<file path="src/i2c_port_cfg.svh">
// constants for the register port: bus offsets, fields, resets, slave pattern
// assumes inclusion by bare name from the package and the modules
`ifndef I2C_PORT_CFG_SVH
`define I2C_PORT_CFG_SVH

// processor-side register offsets (byte addresses)
`define OFS_CTRL 8'h00
`define OFS_STATUS 8'h04
`define OFS_FLAGS 8'h08

// control register fields and reset values
`define CTRL_ENABLE_BIT 0
`define CTRL_UPPER_BIT 1
`define CTRL_ENABLE_RST 1'b1
`define CTRL_UPPER_RST 1'b0

// status register field positions
`define STAT_STATE_LSB 0
`define STAT_PTR_LSB 8
`define STAT_FLAGS_LSB 16
`define STAT_READ_BIT 24
`define STAT_MATCH_BIT 25

// bus responses
`define RESP_OKAY 2'h0
`define RESP_SLVERR 2'h2

// serial side
`define SLAVE_PATTERN 6'h14
`define REG_COUNT 11
`define REG_LAST 4'hA
`define FLAG_REG 4'h9
`define POR_REG 4'hA
`define POR_BIT 7
`define PTR_RST 4'h0
`define BITS_PER_BYTE 4'h8

`endif

</file>
<file path="src/i2c_port_pkg.sv">
// types shared by the register port modules
// assumes the constants header sits beside it
package i2c_port_pkg;
  `include "i2c_port_cfg.svh"

  typedef enum logic [2:0] {
    ST_IDLE = 3'b000,
    ST_SLAVE = 3'b001,
    ST_REGADDR = 3'b010,
    ST_WDATA = 3'b011,
    ST_ACK = 3'b100,
    ST_TX = 3'b101,
    ST_TXACK = 3'b110,
    ST_SKIP = 3'b111
  } port_state_t;

  typedef struct packed {
    logic start;
    logic stop;
    logic rise;
    logic fall;
  } line_events_t;

  typedef struct packed {
    logic enable;
    logic upper;
  } port_ctrl_t;
endpackage

</file>
<file path="src/line_sync.sv">
// two-flop synchroniser for asynchronous pin levels
// assumes a single clock aclk with synchronous active-low reset
`timescale 1ns/10ps
`default_nettype none
module line_sync #(
  parameter int W = 2,
  parameter logic [W-1:0] RST_VAL = '1
) (
  input wire logic aclk,
  input wire logic aresetn,
  input wire logic [W-1:0] async_in,
  output logic [W-1:0] sync_out
);
  logic [W-1:0] stage1;

  always_ff @(posedge aclk) begin
    if (!aresetn) begin
      stage1 <= RST_VAL;
      sync_out <= RST_VAL;
    end else begin
      stage1 <= async_in;
      sync_out <= stage1;
    end
  end
endmodule
`default_nettype wire

</file>
<file path="src/reg_store.sv">
// small register file with registered read data and whole-array clear
// assumes one writer and one reader on aclk
`timescale 1ns/10ps
`default_nettype none
module reg_store #(
  parameter int DEPTH = 11,
  parameter int AW = 4,
  parameter int DW = 8
) (
  input wire logic aclk,
  input wire logic aresetn,
  input wire logic clear,
  input wire logic we,
  input wire logic [AW-1:0] waddr,
  input wire logic [DW-1:0] wdata,
  input wire logic [AW-1:0] raddr,
  output logic [DW-1:0] rdata
);
  logic [DW-1:0] mem [DEPTH];

  genvar i;
  generate
    for (i = 0; i < DEPTH; i++) begin : g_entry
      always_ff @(posedge aclk) begin
        if (!aresetn || clear) begin
          mem[i] <= '0;
        end else if (we && waddr == AW'(i)) begin
          mem[i] <= wdata;
        end
      end
    end
  endgenerate

  always_ff @(posedge aclk) begin
    if (!aresetn) begin
      rdata <= '0;
    end else if (int'(raddr) < DEPTH) begin
      rdata <= mem[raddr];
    end else begin
      rdata <= '0;
    end
  end
endmodule
`default_nettype wire

</file>
<file path="src/i2c_reg_port.sv">
// serial slave port into the device register file, with a processor-side
// control and status window over AXI4-Lite
// assumes scl_in/sda_in are raw pins; the testbench resolves the open-drain wire
//
// Behaviour
// bytes shift most significant bit first, bit 7 leading.
// data changes only while clock is low; high-clock changes are start/stop.
// watch for start at all times, ignore bus until one is seen.
// a stop ends every transaction and returns the port to idle.
// transmitter releases data after eight bits; receiver pulls low on ninth.
// acknowledge slave byte only on address match, otherwise stay silent.
// in a write, acknowledge register address and every data byte.
// in a read, send eight bits, sample acknowledge, continue or stop sending.
// master writes slave byte, register byte, data, then stop.
// commit received data on the falling clock after its eighth bit.
// advance pointer after each written byte's acknowledge; wrap after 0AH to 0.
// master sets pointer by write, then repeated start with read bit 1.
// master ends a read with not-acknowledge then stop.
// advance pointer after shifting out eighth bit of a read byte.
// slave-byte-only read starts at the pointer left by the previous access.
// four general purpose flag bits, freely written, with no other effect.
// flags survive sleep; a forced power-on-reset write clears them and registers.
// master drives clock and starts transfers; the port never drives clock.
// stop only after the transmitter released the data line.
// lower device answers 0101 000x, upper 0101 001x; last bit is direction.
// unmatched device disregards all bytes until the next stop; the port also leaves ST_SKIP on a repeated start.
// repeated start restarts at the slave byte, pointer unchanged.
// pointer is 0 until the first register write after reset.
`timescale 1ns/10ps
`default_nettype none
`include "i2c_port_cfg.svh"
module i2c_reg_port #(
  parameter int ADDR_W = 8
) (
  input wire logic aclk,
  input wire logic aresetn,
  input wire logic [ADDR_W-1:0] awaddr,
  input wire logic awvalid,
  output logic awready,
  input wire logic [31:0] wdata,
  input wire logic [3:0] wstrb,
  input wire logic wvalid,
  output logic wready,
  output logic [1:0] bresp,
  output logic bvalid,
  input wire logic bready,
  input wire logic [ADDR_W-1:0] araddr,
  input wire logic arvalid,
  output logic arready,
  output logic [31:0] rdata,
  output logic [1:0] rresp,
  output logic rvalid,
  input wire logic rready,
  input wire logic scl_in,
  input wire logic sda_in,
  output logic sda_out,
  output logic sda_oe,
  output logic user_flag_bit0,
  output logic user_flag_bit1,
  output logic user_flag_bit2,
  output logic user_flag_bit3
);
  import i2c_port_pkg::*;

  port_state_t state;
  port_state_t after_ack;
  port_ctrl_t ctrl;
  line_events_t ev;
  logic [1:0] line_s;
  logic scl_s;
  logic sda_s;
  logic scl_prev;
  logic sda_prev;
  logic [7:0] shift;
  logic [3:0] bitcnt;
  logic [3:0] ptr;
  logic is_read;
  logic matched;
  logic bump;
  logic acked;
  logic wr_en;
  logic [7:0] wr_data;
  logic [3:0] flags;
  logic [7:0] mem_rdata;
  logic [7:0] rd_byte;
  logic por_clear;
  logic [ADDR_W-1:0] awaddr_q;
  logic [31:0] wdata_q;
  logic [3:0] wstrb_q;
  logic [31:0] rd_word;
  logic rd_ok;

  // pin synchronisers; line idles high
  line_sync #(.W(2), .RST_VAL(2'b11)) u_sync (
    .aclk(aclk),
    .aresetn(aresetn),
    .async_in({scl_in, sda_in}),
    .sync_out(line_s)
  );

  assign scl_s = line_s[1];
  assign sda_s = line_s[0];

  always_ff @(posedge aclk) begin
    if (!aresetn) begin
      scl_prev <= 1'b1;
      sda_prev <= 1'b1;
    end else begin
      scl_prev <= scl_s;
      sda_prev <= sda_s;
    end
  end

  // start/stop only while clock stays high
  always_comb begin
    ev.start = scl_s && scl_prev && sda_prev && !sda_s;
    ev.stop = scl_s && scl_prev && !sda_prev && sda_s;
    ev.rise = scl_s && !scl_prev;
    ev.fall = !scl_s && scl_prev;
  end

  function automatic logic [3:0] next_ptr(input logic [3:0] p);
    next_ptr = (p >= `REG_LAST) ? 4'h0 : p + 4'h1;
  endfunction

  assign rd_byte = (ptr == `FLAG_REG) ? {4'h0, flags} : mem_rdata;
  assign por_clear = wr_en && ptr == `POR_REG && wr_data[`POR_BIT];

  // serial protocol engine; clock is only ever sampled, never driven
  always_ff @(posedge aclk) begin
    if (!aresetn) begin
      state <= ST_IDLE;
      after_ack <= ST_IDLE;
      shift <= 8'h00;
      bitcnt <= 4'h0;
      sda_oe <= 1'b0;
      sda_out <= 1'b0;
      ptr <= `PTR_RST;
      is_read <= 1'b0;
      matched <= 1'b0;
      bump <= 1'b0;
      acked <= 1'b0;
      wr_en <= 1'b0;
      wr_data <= 8'h00;
    end else begin
      wr_en <= 1'b0;
      sda_out <= 1'b0;
      if (!ctrl.enable || ev.stop) begin
        state <= ST_IDLE;
        sda_oe <= 1'b0;
      end else if (ev.start) begin
        state <= ST_SLAVE;
        bitcnt <= 4'h0;
        sda_oe <= 1'b0;
      end else begin
        case (state)
          ST_SLAVE, ST_REGADDR, ST_WDATA: begin
            if (ev.rise && bitcnt != `BITS_PER_BYTE) begin
              shift <= {shift[6:0], sda_s};
              bitcnt <= bitcnt + 4'h1;
            end else if (ev.fall && bitcnt == `BITS_PER_BYTE) begin
              bitcnt <= 4'h0;
              case (state)
                ST_SLAVE: begin
                  if (shift[7:1] == {`SLAVE_PATTERN, ctrl.upper}) begin
                    matched <= 1'b1;
                    is_read <= shift[0];
                    sda_oe <= 1'b1;
                    after_ack <= shift[0] ? ST_TX : ST_REGADDR;
                    bump <= 1'b0;
                    state <= ST_ACK;
                  end else begin
                    matched <= 1'b0;
                    state <= ST_SKIP;
                  end
                end
                ST_REGADDR: begin
                  ptr <= shift[3:0];
                  sda_oe <= 1'b1;
                  after_ack <= ST_WDATA;
                  bump <= 1'b0;
                  state <= ST_ACK;
                end
                default: begin
                  wr_en <= 1'b1;
                  wr_data <= shift;
                  sda_oe <= 1'b1;
                  after_ack <= ST_WDATA;
                  bump <= 1'b1;
                  state <= ST_ACK;
                end
              endcase
            end
          end
          ST_ACK: begin
            if (ev.fall) begin
              sda_oe <= 1'b0;
              if (bump) begin
                ptr <= next_ptr(ptr);
              end
              if (after_ack == ST_TX) begin
                shift <= rd_byte;
                sda_oe <= ~rd_byte[7];
                bitcnt <= 4'h0;
              end
              state <= after_ack;
            end
          end
          ST_TX: begin
            if (ev.rise) begin
              bitcnt <= bitcnt + 4'h1;
            end else if (ev.fall) begin
              if (bitcnt == `BITS_PER_BYTE) begin
                sda_oe <= 1'b0;
                ptr <= next_ptr(ptr);
                acked <= 1'b0;
                state <= ST_TXACK;
              end else begin
                shift <= {shift[6:0], 1'b0};
                sda_oe <= ~shift[6];
              end
            end
          end
          ST_TXACK: begin
            if (ev.rise) begin
              acked <= ~sda_s;
            end else if (ev.fall) begin
              if (acked) begin
                shift <= rd_byte;
                sda_oe <= ~rd_byte[7];
                bitcnt <= 4'h0;
                state <= ST_TX;
              end else begin
                state <= ST_SKIP;
              end
            end
          end
          default: begin
          end
        endcase
      end
    end
  end

  // register file behind the serial pointer
  reg_store #(.DEPTH(`REG_COUNT), .AW(4), .DW(8)) u_store (
    .aclk(aclk),
    .aresetn(aresetn),
    .clear(por_clear),
    .we(wr_en),
    .waddr(ptr),
    .wdata(wr_data),
    .raddr(ptr),
    .rdata(mem_rdata)
  );

  // general purpose flags, untouched by sleep, cleared by forced reset
  always_ff @(posedge aclk) begin
    if (!aresetn) begin
      flags <= 4'h0;
    end else if (por_clear) begin
      flags <= 4'h0;
    end else if (wr_en && ptr == `FLAG_REG) begin
      flags <= wr_data[3:0];
    end
  end

  assign user_flag_bit0 = flags[0];
  assign user_flag_bit1 = flags[1];
  assign user_flag_bit2 = flags[2];
  assign user_flag_bit3 = flags[3];

  // processor write channels; address and data held until both arrive
  always_ff @(posedge aclk) begin
    if (!aresetn) begin
      awready <= 1'b1;
      wready <= 1'b1;
      bvalid <= 1'b0;
      bresp <= `RESP_OKAY;
      awaddr_q <= '0;
      wdata_q <= 32'h00000000;
      wstrb_q <= 4'h0;
      ctrl.enable <= `CTRL_ENABLE_RST;
      ctrl.upper <= `CTRL_UPPER_RST;
    end else begin
      if (awvalid && awready) begin
        awaddr_q <= awaddr;
        awready <= 1'b0;
      end
      if (wvalid && wready) begin
        wdata_q <= wdata;
        wstrb_q <= wstrb;
        wready <= 1'b0;
      end
      if (!awready && !wready && !bvalid) begin
        bvalid <= 1'b1;
        if (awaddr_q == `OFS_CTRL) begin
          bresp <= `RESP_OKAY;
          if (wstrb_q[0]) begin
            ctrl.enable <= wdata_q[`CTRL_ENABLE_BIT];
            ctrl.upper <= wdata_q[`CTRL_UPPER_BIT];
          end
        end else if (awaddr_q == `OFS_STATUS || awaddr_q == `OFS_FLAGS) begin
          bresp <= `RESP_OKAY;
        end else begin
          bresp <= `RESP_SLVERR;
        end
      end
      if (bvalid && bready) begin
        bvalid <= 1'b0;
        awready <= 1'b1;
        wready <= 1'b1;
      end
    end
  end

  // read decode
  always_comb begin
    rd_word = 32'h00000000;
    rd_ok = 1'b1;
    case (araddr)
      `OFS_CTRL: begin
        rd_word[`CTRL_ENABLE_BIT] = ctrl.enable;
        rd_word[`CTRL_UPPER_BIT] = ctrl.upper;
      end
      `OFS_STATUS: begin
        rd_word[`STAT_STATE_LSB +: 3] = state;
        rd_word[`STAT_PTR_LSB +: 4] = ptr;
        rd_word[`STAT_FLAGS_LSB +: 4] = flags;
        rd_word[`STAT_READ_BIT] = is_read;
        rd_word[`STAT_MATCH_BIT] = matched;
      end
      `OFS_FLAGS: begin
        rd_word[3:0] = flags;
      end
      default: begin
        rd_ok = 1'b0;
      end
    endcase
  end

  always_ff @(posedge aclk) begin
    if (!aresetn) begin
      arready <= 1'b1;
      rvalid <= 1'b0;
      rdata <= 32'h00000000;
      rresp <= `RESP_OKAY;
    end else begin
      if (arvalid && arready) begin
        arready <= 1'b0;
        rvalid <= 1'b1;
        rdata <= rd_word;
        rresp <= rd_ok ? `RESP_OKAY : `RESP_SLVERR;
      end else if (rvalid && rready) begin
        rvalid <= 1'b0;
        arready <= 1'b1;
      end
    end
  end
endmodule
`default_nettype wire

</file>
<file path="config.mk">
export PLATFORM = sky130hd
export DESIGN_NAME = i2c_reg_port
export DESIGN_NICKNAME = d
export VERILOG_FILES = /design/src/i2c_port_pkg.sv /design/src/line_sync.sv /design/src/reg_store.sv /design/src/i2c_reg_port.sv
export VERILOG_INCLUDE_DIRS = /design/src
export SDC_FILE = /design/constraint.sdc
export NUM_CORES = 1
export LEC_CHECK = 0
export BUFFER_PORTS_ARGS = -buffer_cell sky130_fd_sc_hd__buf_2
export CAP_MARGIN = 10
export CELL_PAD_IN_SITES_DETAIL_PLACEMENT = 0
export CELL_PAD_IN_SITES_GLOBAL_PLACEMENT = 1
export CORE_MARGIN = 2
export CORE_UTILIZATION = 50
export CTS_BUF_LIST = sky130_fd_sc_hd__clkbuf_8
export DETAILED_ROUTE_END_ITERATION = 8
export HOLD_SLACK_MARGIN = 0.05
export PLACE_DENSITY_LB_ADDON = 0.3
export SYNTH_ARGS = -nofsm -noshare
export SYNTH_HDL_FRONTEND = slang
export SYNTH_HIERARCHICAL = 1
export SYNTH_SLANG_ARGS = --single-unit
</file>
<file path="constraint.sdc">
create_clock -name aclk -period 4.3 [get_ports aclk]
set_input_delay 0 -clock aclk [delete_from_list [all_inputs] [get_ports aclk]]
set_output_delay 0 -clock aclk [all_outputs]
set_load 0.1 [all_outputs]
</file>
== Yosys cells after proc, flatten, opt, wreduce, memory -nomap -nowiden ==
Memories as Yosys holds them, arrays and structs flattened. A register that Yosys moved wholly into a read port is not among the register bits.
Index checks and enable logic that the tools add are counted.

* Equality and inequality tests: 53
* $lt $le $gt $ge: 2
* Add/subtract/negate cells: 2
* Bitwise gates (word level): 21
* Muxes and demuxes: 129
* Reduce and logical (&&, ||, !) cells: 70

{| class="wikitable"
|+ Operators by type and width
! cell !! number
|-
| $mux W8 || 21
|-
| $mux W4 || 20
|-
| $mux W1 || 61
|-
| $mux W3 || 12
|-
| $ne A3 B3 Y1 const B || 12
|-
| $ne A2 B2 Y1 const B || 16
|-
| $pmux W8 S4 || 1
|-
| $logic_and A1 B1 Y1 || 28
|-
| $reduce_and A9 Y1 || 3
|-
| $reduce_and A6 Y1 || 3
|-
| $eq A4 B3 Y1 const B || 4
|-
| $eq A4 B4 Y1 const B || 4
|-
| $eq A8 B3 Y1 const B || 2
|-
| $eq A8 B4 Y1 const B || 2
|-
| $logic_not A8 Y1 || 2
|-
| $pmux W4 S4 || 1
|-
| $reduce_and A7 Y1 || 2
|-
| $eq A3 B3 Y1 const B || 4
|-
| $mux W2 || 6
|-
| $pmux W3 S4 || 1
|-
| $pmux W4 S3 || 1
|-
| $reduce_and A12 Y1 || 1
|-
| $or A1 B1 Y1 || 11
|-
| $reduce_and A11 Y1 || 1
|-
| 26 further kinds || 58
|}

* Flip-flop bits (word level): 82
* Memories: 1
* Logic and storage cells: 309
* RAM bits: 88
* Output and inout port bits: 47
* Input bits: 61

{| class="wikitable"
|+ Memories
! name !! words !! width !! read ports !! clocked after Yosys merged registers in !! write ports !! RTL line !! text
|-
| u_store.mem || 11 || 8 || 1 || 1 || 11 || reg_store.sv:19 || <nowiki>logic [DW-1:0] mem [DEPTH];</nowiki>
|}

== Depth between registers and ports, before layout ==
Gate-level depths: netlist (run 1).

* Depth in word-level cells: 7
* Depth in mapped cells: 9
* Depth with buffers taken out: 7

== Hierarchy ==
The synthesis (run 1) kept the hierarchy.

{| class="wikitable"
|+ Modules (own cells, without submodules)
! module !! instances !! area each (um2) !! cells an instance !! seq. area each (um2)
|-
| reg_store || 1 || 4395.5 || 328 || 2802.7
|-
| i2c_reg_port || 1 || 3907.5 || 456 || 1521.5
|-
| line_sync || 1 || 105.1 || 8 || 80.1
|}

== Worst setup path before layout (run 1) ==
No wires, ideal clock.

* Path type: register to register
* Start: register ptr[0]
* End: memory u_store.mem[0][0], enable pin
* Setup slack: 2.175 ns
* Setup time: 0.357 ns
* Data arrival time: 1.768 ns
* Clock period less this slack: 2.125 ns
* Required time: 3.943 ns
* Path buffers: 1
* Cell stages (with the launch flop): 7
* Cell sequence: dfxtp_1 inv_1 ha_1 and4_1 nor2b_1 clkbuf_1 o21ai_0

{| class="wikitable"
|+ RTL lines
! element !! RTL line !! text
|-
| from (decl) || i2c_reg_port.sv:76 || <nowiki>logic [3:0] ptr;</nowiki>
|-
| from (signal assigned) || i2c_reg_port.sv:138 || <nowiki>ptr <= `PTR_RST;</nowiki>
|-
| from (signal assigned) || i2c_reg_port.sv:178 || <nowiki>ptr <= shift[3:0];</nowiki>
|-
| from (signal assigned) || i2c_reg_port.sv:199 || <nowiki>ptr <= next_ptr(ptr);</nowiki>
|-
| to (decl) || reg_store.sv:19 ||
|}

== Worst setup path after layout (run 1) ==
* Start: register state[2]
* End: register shift[0]

* Cells in the longest elaborated chain, start to end: 4
* Elaborated cells between the ends (all ways): 19
* Those cells by class: eq/ne (15); mux (1); reduce/logical (3)

{| class="wikitable"
|+ RTL lines
! element !! RTL line !! text
|-
| from (decl) || i2c_reg_port.sv:65 || <nowiki>port_state_t state;</nowiki>
|-
| from (signal assigned) || i2c_reg_port.sv:206 || <nowiki>state <= after_ack;</nowiki>
|-
| $eq A3 B2 Y1 / $eq A3 B1 Y1 (equally long branches) || i2c_reg_port.sv:156 || <nowiki>case (state)</nowiki>
|-
| $reduce_or A3 Y1 || i2c_reg_port.sv:156 ||
|-
| $ne A2 B2 Y1 (no source line) / $reduce_bool A4 Y1 (equally long branches) || - ||
|-
| $reduce_and A12 Y1 (no source line) || - ||
|-
| to (signal assigned) || i2c_reg_port.sv:159 || <nowiki>shift <= {shift[6:0], sda_s};</nowiki>
|-
| to (signal assigned) || i2c_reg_port.sv:202 || <nowiki>shift <= rd_byte;</nowiki>
|-
| to (signal assigned) || i2c_reg_port.sv:219 || <nowiki>shift <= {shift[6:0], 1'b0};</nowiki>
|-
| to (decl) || i2c_reg_port.sv:74 || <nowiki>logic [7:0] shift;</nowiki>
|}

Parallel ways exist; a longest one is shown, timed or not.
A chain may end at the register's enable or synchronous reset.

==> results of run 1 <==
==> repair_timing <==
| item | in CTS | in global routing |
|---|---|---|
| hold buffers | 37 | 0 |
| endpoints found under the hold margin | 30 | 0 |
| resized for setup | 0 | 0 |
==> routing by layer <==
layer,vias up,wire length (um)
met1,3094,8830
met5,-,0
met3,35,1170
met2,209,10100
met4,0,371
li1,2995,-
==> Yosys cell counts, types with 3 or more instances <==
library cell and number:
o2111ai_1 3, nor2b_1 12, mux4_1 8, a21oi_1 36
mux2_4 7, and2_1 18, buf_1 4, buf_6 5
and3_1 8, or2_1 3, edfxtp_1 88, dfxtp_1 88
buf_2 4, nand2_1 71, a2111oi_0 4, xnor2_1 3
nor2_1 123, ha_1 5, inv_1 11, a22oi_1 13
o21ai_0 30, nand3_1 28, a211oi_1 5, nor3_1 12
nor4_1 3, nand2b_1 25, o21ai_1 3, a221oi_1 11
clkbuf_1 20, nand3b_1 5, mux2_2 17, mux2i_1 32
buf_4 27, a221oi_2 5
==> path summary, 6_finish.rpt <==
check,from,to,slack [ns],depth (start not counted)
setup reg to reg,state[2],shift[0],1.79,5
hold / removal,awvalid,awaddr_q[2],0.11,4
setup / recovery,state[2],shift[0],1.79,5
hold reg to reg,u_sync/stage1[1],u_sync/sync_out[1],0.43,1
==> registers in the layout, summed over array words and instances, names as in the netlist, 2 cells and up <==
signal and count:
bitcnt 4, wdata_q 2, flags 4, state 3
rdata 14, u_sync/stage1 2, ctrl 2, u_sync/sync_out 2
shift 8, wr_data 8, u_store/rdata 8, awaddr_q 8
ptr 4, u_store/mem 88, after_ack 3
==> critical path, cell delays in order (launching register included) <==
cell      delay [ns]
dfxtp_1         0.80
nor2b_1         0.79
o311ai_2        0.29
o21a_2          0.26
a21oi_1         0.16
nor3_1          0.06
==> power groups by stage <==
stage                     sequential [mW]  combinational (mW)  clock (mW)
after floorplan                      1.88               0.194           0
after global placement               1.85               0.261           0
after detailed placement             1.86               0.266           0
after CTS                            1.82               0.292        1.11
after global routing                 1.82               0.313        1.18
final                                1.82               0.294        1.09
==> kinds of logic (layout without fill, tap and decap cells) <==
kind of cell,Yosys count,in the layout
AOI/OAI and AO/OA,137,137
xor gates and xnor gates,4,4
adders and majority gates,5,5
buffers and inverters,75,154
DFF,176,176
muxes,65,65
other,1,21
and+or+nand+nor,329,329
==> per-stage QoR <==
stage | utilization, % | cell area [sq um] | hold WS, ns
2_1_floorplan | - | 8480 | 0.0730
3_3_place_gp | 52.9 | 8750 | 0.197
3_5_place_dp | 53.0 | 8760 | 0.186
4_1_cts | 57.5 | 9510 | 0.0677
5_1_grt | 57.5 | 9510 | 0.145
6_report | 57.5 | 9510 | 0.107
==> final cells by class <==
cell class	instances	area, sq um
Clock buffer	17	234
Clock inverter	15	143
Fill cell	1400	7020
Inverter	12	45.0
Multi-Input combinational cell	561	3620
Sequential cell	176	4410
Tap cell	220	275
Timing Repair Buffer	110	786
==> layout by cell type, fill, tap and decap left out, types with 17 or more instances in the layout <==
cell,count
buf_2,53
clkbuf_8,17
nand2_1,71
buf_4,20
nand3_1,28
a21oi_1,36
mux2_2,17
conb_1,21
and2_1,18
edfxtp_1,88
nand2b_1,25
mux2i_1,32
dfxtp_1,87
o21ai_0,29
nor2_1,123
dlygate4sd3_1,37
==> summary.md, run 1 <==
| Metric | Value |
|---|---|
| Syn Inst Count | around 790 |
| Hold Crit Class | input pin to flop |
| CTS tree | yes |
| Initial antenna violation count | 0 |
| Met3 Usage GRT | between 4 and 5% |
| Yosys cell types | roughly 80 |
| Port Buf Inserts | between 50 and 60 |
| Top-area cell type share of the netlist area | between 30% and 40% |
| Met1 usage | 30.1% |
| Via count | 6333 |
| Max Cap Viol | 0 |
| Worst setup margin | around 1.8 ns |
| DRC | 0 |
| Chip width | 134 um |
| CP endpoint kind | flop |
| Number of flops mapped to enable cells by yosys | 88 |
| Number of core rows | 47 |
| Clock network fraction of total power | between 30 and 40% |
| Switching share of power | 28.0% |
| Int Pwr | roughly 2.3 mW |
| Seq pwr share | 56.8% |
| F_max | 398 MHz |
| Routed wire length | between 20 and 25 mm |
| Vias in the first global route | 6163 |
| Synthesized area | about 8400 sq um |
| Post-synthesis sequential area ratio | approximately 52% |
| Mux share of post-synthesis cell area | about a tenth |
| Layout Cells excl Fill | approximately 1100 |
| Clock Skew | 0.0149 ns |
| Post-Place Cells | between 1000 and 1500 |
| Clock Path Buffers | 2 |
| Total global-route track usage | 23.4% |
| Wire length per cell | 18.4 um |
| Critical Path AT | around 2.8 ns |
| IO Pins | about 110 |
| Final ANT Viol Nets | 0 |
| Vias/cell | between 5 and 6 |
| Clock sink count | around 180 |
| P_leak | between 3 and 4 nW |
| Core area | about 17000 sq um |
| Final hold violation count | 0 |
| Crit path launch type | flop |
| Die height | around 130 um |
| Synth top area cells | edfxtp_1, dfxtp_1, nor2_1, mux2i_1, nand2_1 |
| Post-synthesis xor/xnor area fraction | less than 1% |
| Pre-CTS WS | about 1.7 ns |
| GP Congestion | about 0.85 |
| Fin crit share | 58.5% |
| Die area | around 18000 sq um |
| Setup_tns | 0 ns |
| Worst Path Required | ~4.6 ns |
| Pin count of the biggest net entering global routing | between 50 and 60 |
| Clk Latency, worst-skew pair | ~0.47 ns |
| Slew @ Worst Pin | between 0.9 and 1 ns |
| Peak VDD IR | 0.000178 V |
| Clk slew on worst S/H paths | ~0.10 ns |
| Mapped Avg Cell Area | about 11 sq um |
| Fin crit period | around 2.5 ns |
| CP max FO | 20 |
| Area share of fa/ha/maj cells after synthesis | less than 1% |
| Critical path class | flop to flop |
| Post-CTS Setup Inserts | 0 |
| Antenna fix cells | 0 |
| Compound-gate portion of the synthesized area | 11.5% |
| Gr busiest metal | met2 |
| Final setup violation count | 0 |
| Count of pins over their slew limit | 0 |
| Starting Density | between 50% and 60% |
| Overflow after GRT | 0 |
| Switching power | roughly 0.90 mW |
| Layout cells sized above 1 | between 15 and 20% |
| Largest family of logic cells by synthesized area | simple AND/OR/NAND/NOR gates |
| Status | finished, final reports clean |
| First-pass GRT wire length | approximately 32 mm |
| Post-DP HPWL | between 10 and 15 mm |
| Synthesized flop and latch total | between 150 and 200 |
| Power after layout | 3.20 mW |
| Slew HR | 37.1% |
| CTS buffer count | 17 |
| Combinational Power Share | a little under a tenth |
| Cell taking the most area after synthesis | edfxtp_1 |
| Pwr Density | between 300 and 400 nW/um^2 |
| Synth Warn # | 6 |
| Synth Area in Simple Gates | 19.5% |
| DR iter-0 viols | approximately 560 |
| DRT Pass-1 Iters | 5 |
| Area growth syn-to-layout | 13.1% |
| M2 GR Usage | 39.4% |
| Clock root buffer | clkbuf_8 |
| RSZ-0062 raised after global routing | no |
| Post-synth ARST share | 0% |
| Ys flop type | edfxtp_1 |
| Final net count | around 940 |
| H-tree depth | 4 |
Power figures use the tool's default switching activity.
==> inputs of run 2 (changes only) <==
Settings changed: CORE_UTILIZATION 50 to 47.
Clock period 4.3 ns to 2.35 ns, I/O delays scaled along.
==> summary.md, run 2 (synthesized netlist as in run 1, its figures left out) <==
| Metric | Value |
|---|---|
| Number of core rows | 48 (+2.1%) |
| Hold Crit Depth | 4 (unchanged) |
| RR Startpoint | state[1] |
| CTS tree | yes |
| Post-Place Cells | 1063 (+2.0%) |
| Most frequent cells in the layout | nor2_1, edfxtp_1, dfxtp_1, nand2_1, buf_2 |
| Worst Path Required | 2.73 ns (-1.89 ns) |
| Overflow after GRT | 0 (unchanged) |
| Count of pins over their slew limit | 0 (unchanged) |
| M2 GR Usage | 35.8% (-3.6 points) |
| Total global-route track usage | 22.3% (-1.0 points) |
| Pin count of the biggest net entering global routing | 56 (unchanged) |
| RSZ-0062 raised after global routing | no |
| F_max | ~470 MHz |
| Via count | 6350 (+0.27%) |
| Pwr Density | 632 nW/um^2 (+88%) |
| DRC | 0 (unchanged) |
| CP max FO | 4 (-80%) |
| Largest Register | u_store/mem |
| P_leak | 3.62 nW (+3.4%) |
| IO Pins | 108 (unchanged) |
| CP endpoint kind | flop |
| Critical path origin | araddr[0] |
| Peak VDD IR | 0.000436 V (+140%) |
| Clk Latency, worst-skew pair | 0.47 ns (about the same) |
| Vias in the first global route | 5967 (-3.2%) |
| Status | finished, final reports clean |
| Critical Path AT | 2.52 ns (-0.32 ns) |
| Chip width | 138 um (+3.0%) |
| Clock Skew | 0.0162 ns (+0.00123 ns) |
| DR iter-0 viols | 638 (+15%) |
| Met3 Usage GRT | 4.82% (+0.22 points) |
| Most common cell after layout, fill and taps aside | nor2_1 |
| Clock root buffer | clkbuf_8 |
| Fin crit share | roughly nine tenths |
| Wire length per cell | 18.2 um (-1.1%) |
| Setup_tns | 0 ns (unchanged) |
| Gr busiest metal | met2 |
| First-pass GRT wire length | 32.0 mm (-0.54%) |
| Critical path class | input pin to flop |
| Max Cap Viol | 0 (unchanged) |
| Core area | 17400 sq um (+5.4%) |
| Final net count | 960 (+1.7%) |
| Fin crit period | 2.14 ns |
| Post-DP HPWL | 14.4 mm (+6.1%) |
| Final ANT Viol Nets | 0 (unchanged) |
| Worst-case reg-to-reg path depth | 5 (unchanged) |
| Vias/cell | 5.61 (-1.6%) |
| Slew HR | 35.1% (-2.1 points) |
| Die height | 138 um (+3.0%) |
| Clock sink count | 176 (unchanged) |
| CTS buffer count | 17 (unchanged) |
| H-tree depth | 4 (unchanged) |
| Final setup violation count | 0 (unchanged) |
| Met1 usage | 30.3% (+0.28 points) |
| Starting Density | 48.3% (-2.6 points) |
| Min-delay src | awvalid |
| Hold Crit Class | input pin to flop |
| Antenna fix cells | 0 (unchanged) |
| Layout cells sized above 1 | 19.3% (+1.8 points) |
| Clk slew on worst S/H paths | 0.11 ns (about the same) |
| Initial antenna violation count | 0 (unchanged) |
| Die area | 19000 sq um (+6.2%) |
| Power after layout | 6.14 mW (+92%) |
| DRT Pass-1 Iters | 5 (unchanged) |
| Slew @ Worst Pin | 0.974 ns (+0.0407 ns) |
| Final hold violation count | 0 (unchanged) |
| Layout Cells excl Fill | 1132 (+1.9%) |
| Routed wire length | 20.6 mm (+0.80%) |
| GP Congestion | 0.872 (+3.0%) |
| Clock Path Buffers | 2 (unchanged) |
| Max reg flops | 88 (unchanged) |
| Port Buf Inserts | 53 (unchanged) |
| Area growth syn-to-layout | 15.6% |
| Largest registers | u_store/mem (88), rdata (14) |
| Crit path launch type | input pin |
-- run 2: path summary, 6_finish.rpt --
path | slack [ns] | endpoint
max | 0.21 | rdata[2]
min | 0.09 | awaddr_q[3]
max reg2reg | 0.26 | ptr[2]
min reg2reg | 0.43 | u_sync/sync_out[0]
-- run 2: power by group --
part / switching, mW / internal [mW] / leakage [nW]
combinational: 0.393 / 0.149 / 1.75
clock: 1.22 / 1.05 / 0.222
sequential: 0.0434 / 3.28 / 1.65
-- run 2: area by class of cell --
type / instances / area [sq um]
Inverter: 12 / 45.0
Sequential cell: 176 / 4410
Clock buffer: 17 / 234
Multi-Input combinational cell: 561 / 3620
Fill cell: 1498 / 7700
Timing Repair Buffer: 126 / 928
Tap cell: 225 / 282
Clock inverter: 15 / 201
-- run 2: stage by stage --
| step | setup WS [ns] | util (%) | instance area, sq um | hold WS [ns] |
|---|---|---|---|---|
| 4_1_cts | 0.0332 | 55.8 | 9720 | 0.0601 |
| 2_1_floorplan | 0.225 | - | 8480 | 0.0730 |
| 3_3_place_gp | 0.305 | 51.2 | 8910 | 0.190 |
| 5_1_grt | 0.0564 | 55.8 | 9720 | 0.122 |
| 3_5_place_dp | 0.238 | 51.2 | 8910 | 0.206 |
| 6_report | 0.209 | 55.8 | 9720 | 0.0898 |
-- run 2: layer usage --
layer,vias to the layer above,part of all wire (%)
met5,-,0
met4,0,1.4
met3,27,5.5
met2,211,49
met1,3089,45
li1,3023,-
-- run 2: what timing repair did --
| action | CTS | global route |
|---|---|---|
| endpoints found under the hold margin | 31 | 0 |
| hold buffers | 37 | 0 |
| resized for setup | 0 | 1 |
| buffers inserted | 0 | 0 |
| endpoints found under the setup margin | 0 | 5 |
-- run 2: worst max-delay path, cell delays in order --
cell and delay, ns:
dlygate4sd3_1 0.54, buf_2 0.12, nor2_1 0.09, dlygate4sd3_1 0.57, nand2_1 0.08, dlygate4sd3_1 0.57
nor2_1 0.23, a32oi_1 0.15, a21oi_1 0.18
